**config.mk**
```make
export PLATFORM = sky130hd
export DESIGN_NAME = bpc_ctrl
export DESIGN_NICKNAME = d
export VERILOG_FILES = /design/src/bpc_ctrl.v
export VERILOG_INCLUDE_DIRS = /design/src
export SDC_FILE = /design/constraint.sdc
export NUM_CORES = 1
export LEC_CHECK = 0
export BUFFER_PORTS_ARGS = -buffer_cell sky130_fd_sc_hd__clkbuf_2
export CAP_MARGIN = 20
export CORE_MARGIN = 2
export CORE_UTILIZATION = 25
export DETAILED_ROUTE_END_ITERATION = 8
export PLACE_DENSITY = 0.43
export SLEW_MARGIN = 0
export SYNTH_ARGS = -nofsm -noshare
export SYNTH_HDL_FRONTEND = slang
export SYNTH_SLANG_ARGS = --single-unit
```
**constraint.sdc**
```tcl
create_clock -name sys_clk -period 4.5 [get_ports sys_clk]
set_input_delay 0.9 -clock sys_clk [delete_from_list [all_inputs] [get_ports sys_clk]]
set_output_delay 0.9 -clock sys_clk [all_outputs]
set_load 0.02 [all_outputs]
```
**src/bpc_defines.vh**
```
// Constants for the burst and protection control block
`ifndef BPC_DEFINES_VH
`define BPC_DEFINES_VH

// ---------------------------------------------------------------
// Register map (byte addresses)
// ---------------------------------------------------------------
`define BPC_ADDR_CTRL        8'h00
`define BPC_ADDR_STATUS      8'h04
`define BPC_ADDR_FAULT       8'h08
`define BPC_ADDR_COUNT       8'h0c

// ---------------------------------------------------------------
// Field positions and reset values
// ---------------------------------------------------------------
`define BPC_CTRL_ENABLE      0
`define BPC_CTRL_RESET       32'h0000_0001
`define BPC_CTRL_ENABLE_RST  1'b1

// ---------------------------------------------------------------
// Counter limits
// ---------------------------------------------------------------
`define BPC_CNT_MIN_LOW      4'h1
`define BPC_CNT_MAX_LOW      4'h8
`define BPC_CNT_MIN_HIGH     4'h3
`define BPC_CNT_MAX_HIGH     4'ha

// ---------------------------------------------------------------
// Timing
// ---------------------------------------------------------------
`define BPC_CLK_MHZ          250
`define BPC_SEL_OFF_US       2
`define BPC_SEL_OFF_CYC      (`BPC_SEL_OFF_US * `BPC_CLK_MHZ)
`define BPC_BLANK_MS         20
`define BPC_BLANK_CYC        (`BPC_BLANK_MS * 1000 * `BPC_CLK_MHZ)

// ---------------------------------------------------------------
// Operating states
// ---------------------------------------------------------------
`define BPC_ST_OFF           3'h0
`define BPC_ST_NORMAL        3'h1
`define BPC_ST_BURST_ON      3'h2
`define BPC_ST_BURST_OFF     3'h3
`define BPC_ST_PROTECT       3'h4

// ---------------------------------------------------------------
// Protection responses
// ---------------------------------------------------------------
`define BPC_PM_NONE          2'h0
`define BPC_PM_NOSWITCH_AR   2'h1
`define BPC_PM_AR            2'h2
`define BPC_PM_ODDSKIP_AR    2'h3

`endif

```
**src/bpc_ctrl.v**
```verilog
// Burst mode and protection control logic of a quasi-resonant flyback controller
//
// Notes on behaviour
// - Current-sense over limit cuts gate drive at once, same switching cycle.
// - High line raises counter range and picks the line-scaled peak limit.
// - Two burst levels; level 1 when feedback above selection reference at sampling.
// - Level 1: 0.31 V limit, 0.90 V entry; level 2: 0.35 V, 1.05 V; exit 2.75 V.
// - Reference low holds the level-detection latch cleared.
// - Latch clear and device off: pull-up detached, selection current source on.
// - At supply turn-on, sample feedback level, choose thresholds, set latch.
// - With latch set, later feedback level changes do not alter selection.
// - Selection source off 2 us after turn-on, then pull-up reconnected.
// - Burst entry after 20 ms of low feedback with counter at 8 or 10.
// - Burst-on comparator restarts internal circuit and switching in burst.
// - Burst switching turns on only at valley count 8 or 10.
// - Burst switching turns off at the selected level's burst current limit.
// - Feedback at burst-off threshold stops switching until it rises again.
// - Feedback above burst-exit threshold leaves burst, normal control resumes.
// - Leaving burst loads up/down counter with 1 or 3.
// - Three protection responses: non-switching, plain and odd-skip auto restart.
// - Each fault is watched only in the operating states where it applies.
// - Faults map to their fixed protection response.
// - Line overvoltage protection follows the overvoltage comparator directly.
// - Brownout set below brownout, released only above brown-in threshold.
// - Up/down counter kept in 1..8 or 3..10; out-of-range steps ignored.
//
// Design decisions made here: the register addresses and the AXI4-Lite slave port.
`include "bpc_defines.vh"

module bpc_ctrl
#(
	parameter BLANK_CYC = `BPC_BLANK_CYC               // Burst entry blanking in cycles
)
(
	input  wire        sys_clk,        // Control clock, 250 MHz
	input  wire        rst,            // Synchronous reset, active high
	input  wire        reference_ok,   // Internal reference good
	input  wire        vcc_on,         // Supply above turn-on threshold
	input  wire        fb_above_ref,   // Feedback above selection reference
	input  wire        cs_over_limit,  // Sense above line-scaled peak limit
	input  wire        cs_over_burst,  // Sense above burst current limit
	input  wire        fb_below_entry, // Feedback below burst entry threshold
	input  wire        fb_above_bon,   // Feedback above burst-on threshold
	input  wire        fb_below_boff,  // Feedback at burst-off threshold
	input  wire        fb_above_exit,  // Feedback above burst exit threshold
	input  wire        high_line,      // Bus voltage in high-line range
	input  wire        valley_det,     // Valley detected (zero crossing)
	input  wire        cnt_up,         // Up/down counter up step
	input  wire        cnt_down,       // Up/down counter down step
	input  wire        line_ov,        // Line sense above overvoltage threshold
	input  wire        line_below_bo,  // Line sense below brownout threshold
	input  wire        line_above_bi,  // Line sense above brown-in threshold
	input  wire        vcc_ov,         // Supply overvoltage
	input  wire        vcc_uv,         // Supply undervoltage
	input  wire        over_temp,      // Over temperature
	input  wire        over_load,      // Overload after its blanking
	input  wire        out_ov,         // Output overvoltage
	input  wire        s_axi_awvalid,  // AXI write address valid
	output reg         s_axi_awready,  // AXI write address ready
	input  wire [7:0]  s_axi_awaddr,   // AXI write address
	input  wire        s_axi_wvalid,   // AXI write data valid
	output reg         s_axi_wready,   // AXI write data ready
	input  wire [31:0] s_axi_wdata,    // AXI write data
	input  wire [3:0]  s_axi_wstrb,    // AXI write strobes
	output reg         s_axi_bvalid,   // AXI write response valid
	input  wire        s_axi_bready,   // AXI write response ready
	output reg  [1:0]  s_axi_bresp,    // AXI write response
	input  wire        s_axi_arvalid,  // AXI read address valid
	output reg         s_axi_arready,  // AXI read address ready
	input  wire [7:0]  s_axi_araddr,   // AXI read address
	output reg         s_axi_rvalid,   // AXI read data valid
	input  wire        s_axi_rready,   // AXI read data ready
	output reg  [31:0] s_axi_rdata,    // AXI read data
	output reg  [1:0]  s_axi_rresp,    // AXI read response
	output reg         gate_en_q,      // Gate drive enable
	output reg         burst_level2_q, // Level 2 thresholds selected
	output reg         fb_pullup_en_q, // Internal feedback pull-up connected
	output reg         sel_src_en_q,   // Selection current source on
	output reg         burst_mode_q,   // Burst flip-flop
	output reg  [1:0]  prot_mode_q,    // Active protection response
	output reg  [3:0]  updown_q        // Up/down counter (valley target)
);

	localparam NSYNC = 21;

	// ---------------------------------------------------------------
	// Comparator synchronisers
	// ---------------------------------------------------------------
	wire [NSYNC-1:0] raw = {reference_ok, vcc_on, fb_above_ref, cs_over_limit,
		cs_over_burst, fb_below_entry, fb_above_bon, fb_below_boff, fb_above_exit,
		high_line, valley_det, cnt_up, cnt_down, line_ov, line_below_bo,
		line_above_bi, vcc_ov, vcc_uv, over_temp, over_load, out_ov};
	reg  [NSYNC-1:0] sync1_q;
	reg  [NSYNC-1:0] sync2_q;

	// Two stages; first stage feeds only the second
	genvar gi;
	generate
		for (gi = 0; gi < NSYNC; gi = gi + 1)
		begin : g_sync
			always @(posedge sys_clk)
			begin
				if (rst)
				begin
					sync1_q[gi] <= 1'b0;
					sync2_q[gi] <= 1'b0;
				end
				else
				begin
					sync1_q[gi] <= raw[gi];
					sync2_q[gi] <= sync1_q[gi];
				end
			end
		end
	endgenerate

	wire s_ref   = sync2_q[20];
	wire s_von   = sync2_q[19];
	wire s_fbref = sync2_q[18];
	wire s_csl   = sync2_q[17];
	wire s_csb   = sync2_q[16];
	wire s_entry = sync2_q[15];
	wire s_bon   = sync2_q[14];
	wire s_boff  = sync2_q[13];
	wire s_exit  = sync2_q[12];
	wire s_hl    = sync2_q[11];
	wire s_val   = sync2_q[10];
	wire s_up    = sync2_q[9];
	wire s_dn    = sync2_q[8];
	wire s_lov   = sync2_q[7];
	wire s_bo    = sync2_q[6];
	wire s_bi    = sync2_q[5];
	wire s_vov   = sync2_q[4];
	wire s_vuv   = sync2_q[3];
	wire s_ot    = sync2_q[2];
	wire s_ol    = sync2_q[1];
	wire s_oov   = sync2_q[0];

	// ---------------------------------------------------------------
	// Registers and state
	// ---------------------------------------------------------------
	reg        enable_q;
	reg        latch_q;
	reg        von_d1_q;
	reg  [9:0] sel_cnt_q;
	reg        sel_run_q;
	reg [31:0] blank_q;
	reg  [2:0] state_q;
	reg        brownout_q;
	reg  [3:0] valley_q;
	reg        val_d1_q;
	reg        prev_hl_q;

	wire [3:0] cnt_min = s_hl ? `BPC_CNT_MIN_HIGH : `BPC_CNT_MIN_LOW;
	wire [3:0] cnt_max = s_hl ? `BPC_CNT_MAX_HIGH : `BPC_CNT_MAX_LOW;
	wire       von_rise = s_von & ~von_d1_q;
	wire       val_rise = s_val & ~val_d1_q;

	// Brownout has hysteresis: release needs brown-in, not just leaving brownout
	always @(posedge sys_clk)
	begin
		if (rst)
			brownout_q <= 1'b0;
		else if (s_bo)
			brownout_q <= 1'b1;
		else if (s_bi)
			brownout_q <= 1'b0;
	end

	// Fault gating per operating state, then priority by severity
	wire in_norm = (state_q == `BPC_ST_NORMAL);
	wire in_bon  = (state_q == `BPC_ST_BURST_ON);
	wire in_run  = in_norm | in_bon | (state_q == `BPC_ST_BURST_OFF);
	wire f_ns    = in_run & (s_lov | brownout_q | s_ot);
	wire f_ar    = in_run & s_vuv;
	wire f_os    = ((in_norm | in_bon) & (s_vov | s_oov)) | (in_norm & s_ol);
	wire f_any   = s_lov | brownout_q | s_ot | s_vuv | s_vov | s_oov | s_ol; // Ungated, for release
	reg  [1:0] pm_d;

	always @*
	begin
		if (f_ns)
			pm_d = `BPC_PM_NOSWITCH_AR;
		else if (f_ar)
			pm_d = `BPC_PM_AR;
		else if (f_os)
			pm_d = `BPC_PM_ODDSKIP_AR;
		else
			pm_d = `BPC_PM_NONE;
	end

	// ---------------------------------------------------------------
	// Level detection and selection source
	// ---------------------------------------------------------------
	always @(posedge sys_clk)
	begin
		if (rst)
		begin
			latch_q        <= 1'b0;
			burst_level2_q <= 1'b0;
			von_d1_q       <= 1'b0;
			sel_cnt_q      <= 10'h000;
			sel_run_q      <= 1'b0;
			sel_src_en_q   <= 1'b0;
			fb_pullup_en_q <= 1'b1;
		end
		else
		begin
			von_d1_q <= s_von;
			if (!s_ref)
				latch_q <= 1'b0;
			else if (von_rise && !latch_q)
			begin
				burst_level2_q <= ~s_fbref;
				latch_q        <= 1'b1;
			end
			// The source must outlive the latch set by 2 us
			if (von_rise && !latch_q && s_ref)
			begin
				sel_run_q <= 1'b1;
				sel_cnt_q <= 10'h000;
			end
			else if (sel_run_q)
			begin
				if (sel_cnt_q == `BPC_SEL_OFF_CYC - 1)
					sel_run_q <= 1'b0;
				else
					sel_cnt_q <= sel_cnt_q + 10'h001;
			end
			sel_src_en_q   <= sel_run_q | (!latch_q && state_q == `BPC_ST_OFF);
			fb_pullup_en_q <= ~(sel_run_q | (!latch_q && state_q == `BPC_ST_OFF));
		end
	end

	// ---------------------------------------------------------------
	// Up/down counter
	// ---------------------------------------------------------------
	always @(posedge sys_clk)
	begin
		if (rst)
		begin
			updown_q  <= `BPC_CNT_MIN_LOW;
			prev_hl_q <= 1'b0;
		end
		else
		begin
			prev_hl_q <= s_hl;
			if (state_q == `BPC_ST_OFF || prev_hl_q != s_hl)
				updown_q <= cnt_min;
			else if (burst_mode_q && (s_exit || pm_d != `BPC_PM_NONE || !enable_q))
				updown_q <= cnt_min;
			else if (s_up && !s_dn && updown_q < cnt_max)
				updown_q <= updown_q + 4'h1;
			else if (s_dn && !s_up && updown_q > cnt_min)
				updown_q <= updown_q - 4'h1;
		end
	end

	// ---------------------------------------------------------------
	// Operating state, burst flip-flop and gate drive
	// ---------------------------------------------------------------
	always @(posedge sys_clk)
	begin
		if (rst)
		begin
			state_q      <= `BPC_ST_OFF;
			burst_mode_q <= 1'b0;
			blank_q      <= 32'h0000_0000;
			prot_mode_q  <= `BPC_PM_NONE;
			gate_en_q    <= 1'b0;
			valley_q     <= 4'h0;
			val_d1_q     <= 1'b0;
		end
		else
		begin
			val_d1_q <= s_val;
			// Idle burst restarts the count, else it saturates and never matches the target
			if (gate_en_q || state_q == `BPC_ST_BURST_OFF)
				valley_q <= 4'h0;
			else if (val_rise && valley_q != 4'hf)
				valley_q <= valley_q + 4'h1;
			// Blanking counter restarts whenever normal state, low feedback or counter at maximum drops
			if (in_norm && s_entry && updown_q == cnt_max)
				blank_q <= blank_q + 32'h0000_0001;
			else
				blank_q <= 32'h0000_0000;
			case (state_q)
			`BPC_ST_OFF:
			begin
				gate_en_q <= 1'b0;
				prot_mode_q <= `BPC_PM_NONE;
				if (enable_q && latch_q && s_von && s_ref)
					state_q <= `BPC_ST_NORMAL;
			end
			`BPC_ST_NORMAL, `BPC_ST_BURST_ON, `BPC_ST_BURST_OFF:
			begin
				if (pm_d != `BPC_PM_NONE || !enable_q)
				begin
					prot_mode_q  <= pm_d;
					state_q      <= enable_q ? `BPC_ST_PROTECT : `BPC_ST_OFF;
					burst_mode_q <= 1'b0;
					gate_en_q    <= 1'b0;
				end
				else if (burst_mode_q && s_exit)
				begin
					burst_mode_q <= 1'b0;
					state_q      <= `BPC_ST_NORMAL;
					gate_en_q    <= 1'b0;
				end
				else if (in_norm && blank_q >= BLANK_CYC - 1)
				begin
					burst_mode_q <= 1'b1;
					state_q      <= `BPC_ST_BURST_OFF;
					gate_en_q    <= 1'b0;
				end
				else if (state_q == `BPC_ST_BURST_OFF)
				begin
					gate_en_q <= 1'b0;
					if (s_bon)
						state_q <= `BPC_ST_BURST_ON;
				end
				else if (in_bon && s_boff)
				begin
					state_q   <= `BPC_ST_BURST_OFF;
					gate_en_q <= 1'b0;
				end
				else if (gate_en_q)
				begin
					if (s_csl || (in_bon && s_csb))
						gate_en_q <= 1'b0;
				end
				else if (in_bon ? (valley_q == cnt_max)
					: (valley_q >= updown_q))
					gate_en_q <= 1'b1;
			end
			`BPC_ST_PROTECT:
			begin
				// Fault decode is gated off in this state, so release looks at raw faults
				gate_en_q <= 1'b0;
				if (!f_any && s_von)
				begin
					state_q     <= `BPC_ST_NORMAL;
					prot_mode_q <= `BPC_PM_NONE;
				end
			end
			default:
				state_q <= `BPC_ST_OFF;
			endcase
		end
	end

	// ---------------------------------------------------------------
	// AXI4-Lite slave: one write and one read at a time
	// ---------------------------------------------------------------
	reg        aw_got_q;
	reg        w_got_q;
	reg  [7:0] aw_addr_q;
	reg [31:0] w_data_q;
	reg  [3:0] w_strb_q;

	always @(posedge sys_clk)
	begin
		if (rst)
		begin
			s_axi_awready <= 1'b1;
			s_axi_wready  <= 1'b1;
			s_axi_bvalid  <= 1'b0;
			s_axi_bresp   <= 2'h0;
			aw_got_q      <= 1'b0;
			w_got_q       <= 1'b0;
			aw_addr_q     <= 8'h00;
			w_data_q      <= 32'h0000_0000;
			w_strb_q      <= 4'h0;
			enable_q      <= `BPC_CTRL_ENABLE_RST;
		end
		else
		begin
			if (s_axi_awvalid && s_axi_awready)
			begin
				aw_addr_q     <= s_axi_awaddr;
				aw_got_q      <= 1'b1;
				s_axi_awready <= 1'b0;
			end
			if (s_axi_wvalid && s_axi_wready)
			begin
				w_data_q     <= s_axi_wdata;
				w_strb_q     <= s_axi_wstrb;
				w_got_q      <= 1'b1;
				s_axi_wready <= 1'b0;
			end
			if (aw_got_q && w_got_q && !s_axi_bvalid)
			begin
				aw_got_q     <= 1'b0;
				w_got_q      <= 1'b0;
				s_axi_bvalid <= 1'b1;
				if (aw_addr_q == `BPC_ADDR_CTRL)
				begin
					s_axi_bresp <= 2'h0;
					if (w_strb_q[0])
						enable_q <= w_data_q[`BPC_CTRL_ENABLE];
				end
				else
					s_axi_bresp <= 2'h2;        // Unmapped or read-only
			end
			if (s_axi_bvalid && s_axi_bready)
			begin
				s_axi_bvalid  <= 1'b0;
				s_axi_awready <= 1'b1;
				s_axi_wready  <= 1'b1;
			end
		end
	end

	// Read side answers one cycle after the address is taken
	always @(posedge sys_clk)
	begin
		if (rst)
		begin
			s_axi_arready <= 1'b1;
			s_axi_rvalid  <= 1'b0;
			s_axi_rdata   <= 32'h0000_0000;
			s_axi_rresp   <= 2'h0;
		end
		else if (s_axi_arvalid && s_axi_arready)
		begin
			s_axi_arready <= 1'b0;
			s_axi_rvalid  <= 1'b1;
			s_axi_rresp   <= 2'h0;
			case (s_axi_araddr)
			`BPC_ADDR_CTRL:   s_axi_rdata <= {31'h0, enable_q};
			`BPC_ADDR_STATUS: s_axi_rdata <= {24'h0, latch_q, burst_level2_q,
				burst_mode_q, gate_en_q, 1'b0, state_q};
			`BPC_ADDR_FAULT:  s_axi_rdata <= {24'h0, brownout_q, s_lov, s_vov,
				s_vuv, s_ot, s_ol, prot_mode_q};
			`BPC_ADDR_COUNT:  s_axi_rdata <= {24'h0, valley_q, updown_q};
			default:
			begin
				s_axi_rdata <= 32'h0000_0000;
				s_axi_rresp <= 2'h2;
			end
			endcase
		end
		else if (s_axi_rvalid && s_axi_rready)
		begin
			s_axi_rvalid  <= 1'b0;
			s_axi_arready <= 1'b1;
		end
	end

endmodule

```
==> qor.csv <==
metric,value,unit
avgRoutedWirePerCell,12.4,um
drtIter0Drc,189,
path_clk_slew,60,ps
startpoint,rst,
final_max_slew_viol_count,0,
path_class,in -> reg,
hpwl,9340,um
cts_hold_buf,0,
cp_max_fo,92,
layout-drive-gt1-share,15.9,%
n_antenna_cell,0,
peakVddDrop,0.000177,V
die_y,157,um
initial_utilization,25.3,%
root_buffer,clkbuf_16,
synth_flop_cell,dfxtp_1,
clock.fmax,0.414,GHz
grt_max_degree,93,
ant_nets,0,
crit-reg2reg-launch,updown_q[1],
die_w,157,um
reg2reg_to,updown_q[3],
cts_inserted_buffers,17,
nFillCells,2520,
min_period_over_period,53.7,%
r2r_slack,2130,ps
hold_ws,410,ps
design_area,7020,um^2
finalPower,2.87,mW
ff2ff_path_depth,11,
worst_slew_pin_slew,938,ps
powerDensity,408,nW/um^2
postCtsSetupBuffers,0,
synthTopCellsByCount,"136 x dfxtp_1, 86 x nor2_1, 44 x nor2b_1, 39 x nand2_1, 34 x a21oi_1",
grt_pass1_vias,4210,
drt_wl_total,13000,um
hold_path.class,reg -> reg,
avgSynthCellArea,8.95,um^2
final-setup-viol-count,0,
synth_area_leaders,"dfxtp_1 46%, nor2_1 5.5%, nor2b_1 4.7%",
startpoint_type,primary input,
synth_edf_count,0,
finalClockSkew,12.9,ps
grt_usage,11.1,%
critPathCaptureType,register,
gp_congestion,0.766,
viasPerCell,4.17,
via_count,4386,
grt_setup_unrepaired,no,
antenna_found_initial,0,
max_cap_violations,0,
status,finished clean,
required,4840,ps
multi_input_area,2850,um^2
hold_depth,1,
p_leak,2.73,nW
dieArea,24700,um^2
synth_top_area_share,46.3,%
fin_nets,813,
endpoint,blank_q[10],
synth-seq-cells,136,
synth_cell_types,57,
yosysWarnings,0,
cts_tree,done,
ff_latch_area,2720,um^2
cts_buffer_depth,2,
syn_to_final_growth,19.5,%
seq_area_frac_synth,46.3,%
syn-cell-area,5880,um^2
worstSkewPairLatency,420,ps
worst-endpoint-arrival,2750,ps
synth_top_cell_by_area,dfxtp_1,
cts_sinks,136,
firstDrtPassIters,4,
drcViolationCount,0,
core_area,23300,um^2
grt_pass1_wl,21300,um
htreeDepth,4,
final.setup.tns,0,ps
ios,132,
yosysMostFrequentCell,dfxtp_1,
placed_area,6420,um^2
synth_cells,657,
async_flop_share,0,%
post_cts_resized,0,
overflow,0,
std_cell_rows,56,
port_buffers,71,
period_minus_slack,2410,ps
relSlewSlack,37.4,%
hold_viol_final,0,
routing by layer:
metal / wire (um) / global-route usage, %
met3: 502 / 3.14
met1: 6530 / 14.4
met5: 0 / 0
met2: 5740 / 16.8
met4: 280 / 5.37
power breakdown:
part / leakage [nW] / internal [mW] / total (mW) / switching, mW
Clock: 0.287 / 0.875 / 1.41 / 0.539
Sequential: 1.11 / 1.24 / 1.27 / 0.0253
Combinational: 1.33 / 0.0744 / 0.188 / 0.113
kinds of logic after synthesis:
family	synth area share, %
AO/OA/AOI/OAI	10.7
XOR/XNOR	6.41
adder cells (fa/ha/maj)	2.68
buffers and inverters	6.83
flip-flops	46.3
multiplexers	2.43
other	0.0638
AND/OR/NAND/NOR	24.6
critical path, cell delays in order:
cell	delay [ps]
buf_4	360
nand4b_1	300
or4_2	910
a21oi_1	230
flip-flops by register name, indices dropped and copies added, names as in the netlist, 2 cells and up:
register,flops
updown_q,4
valley_q,4
blank_q,32
sel_cnt_q,10
prot_mode_q,2
sync1_q,21
s_axi_rdata,8
state_q,3
aw_addr_q,8
through the flow:
stage                     util [%]  setup WS [ps]  cells
after floorplan                  -           2220    682
after global placement        27.6           1640   1021
after detailed placement      27.6           1610   1021
after CTS                     30.2           2040   1053
after global routing          30.2           1950   1053
final                         30.2           2090   1053
how the worst min path moves through the flow:
stage,endpoint,slack (ps),from
after floorplan,burst_level2_q,390,s_fbref
after global placement,burst_level2_q,400,s_fbref
after detailed placement,burst_level2_q,400,s_fbref
after CTS,burst_level2_q,410,s_fbref
after global routing,burst_level2_q,440,s_fbref
final,burst_level2_q,410,s_fbref
placed cells by master, fill, tap and decap left out, drive strengths merged, types with 6 or more instances in the layout:
cell type / count
nand4: 8
nand3: 30
nor2: 86
clkbuf: 88
mux2i: 6
a22o: 6
a211oi: 6
a21o: 6
nand2: 39
a21oi: 34
or2: 6
conb: 26
o21ai: 19
a22oi: 7
dfxtp: 136
nor2b: 44
and3: 12
xnor2: 20
nor3: 14
inv: 29
ha: 11
xor2: 23
or3: 6
nor4: 10
layout make-up:
type	count	area share [%]
tap	319	5.69
clock inverter	14	2.44
timing repair buffer	71	5.10
sequential	136	38.8
multi-input combinational	470	40.5
inverter	25	1.34
clock buffer	18	6.11
(Power assumes the default switching activity.)
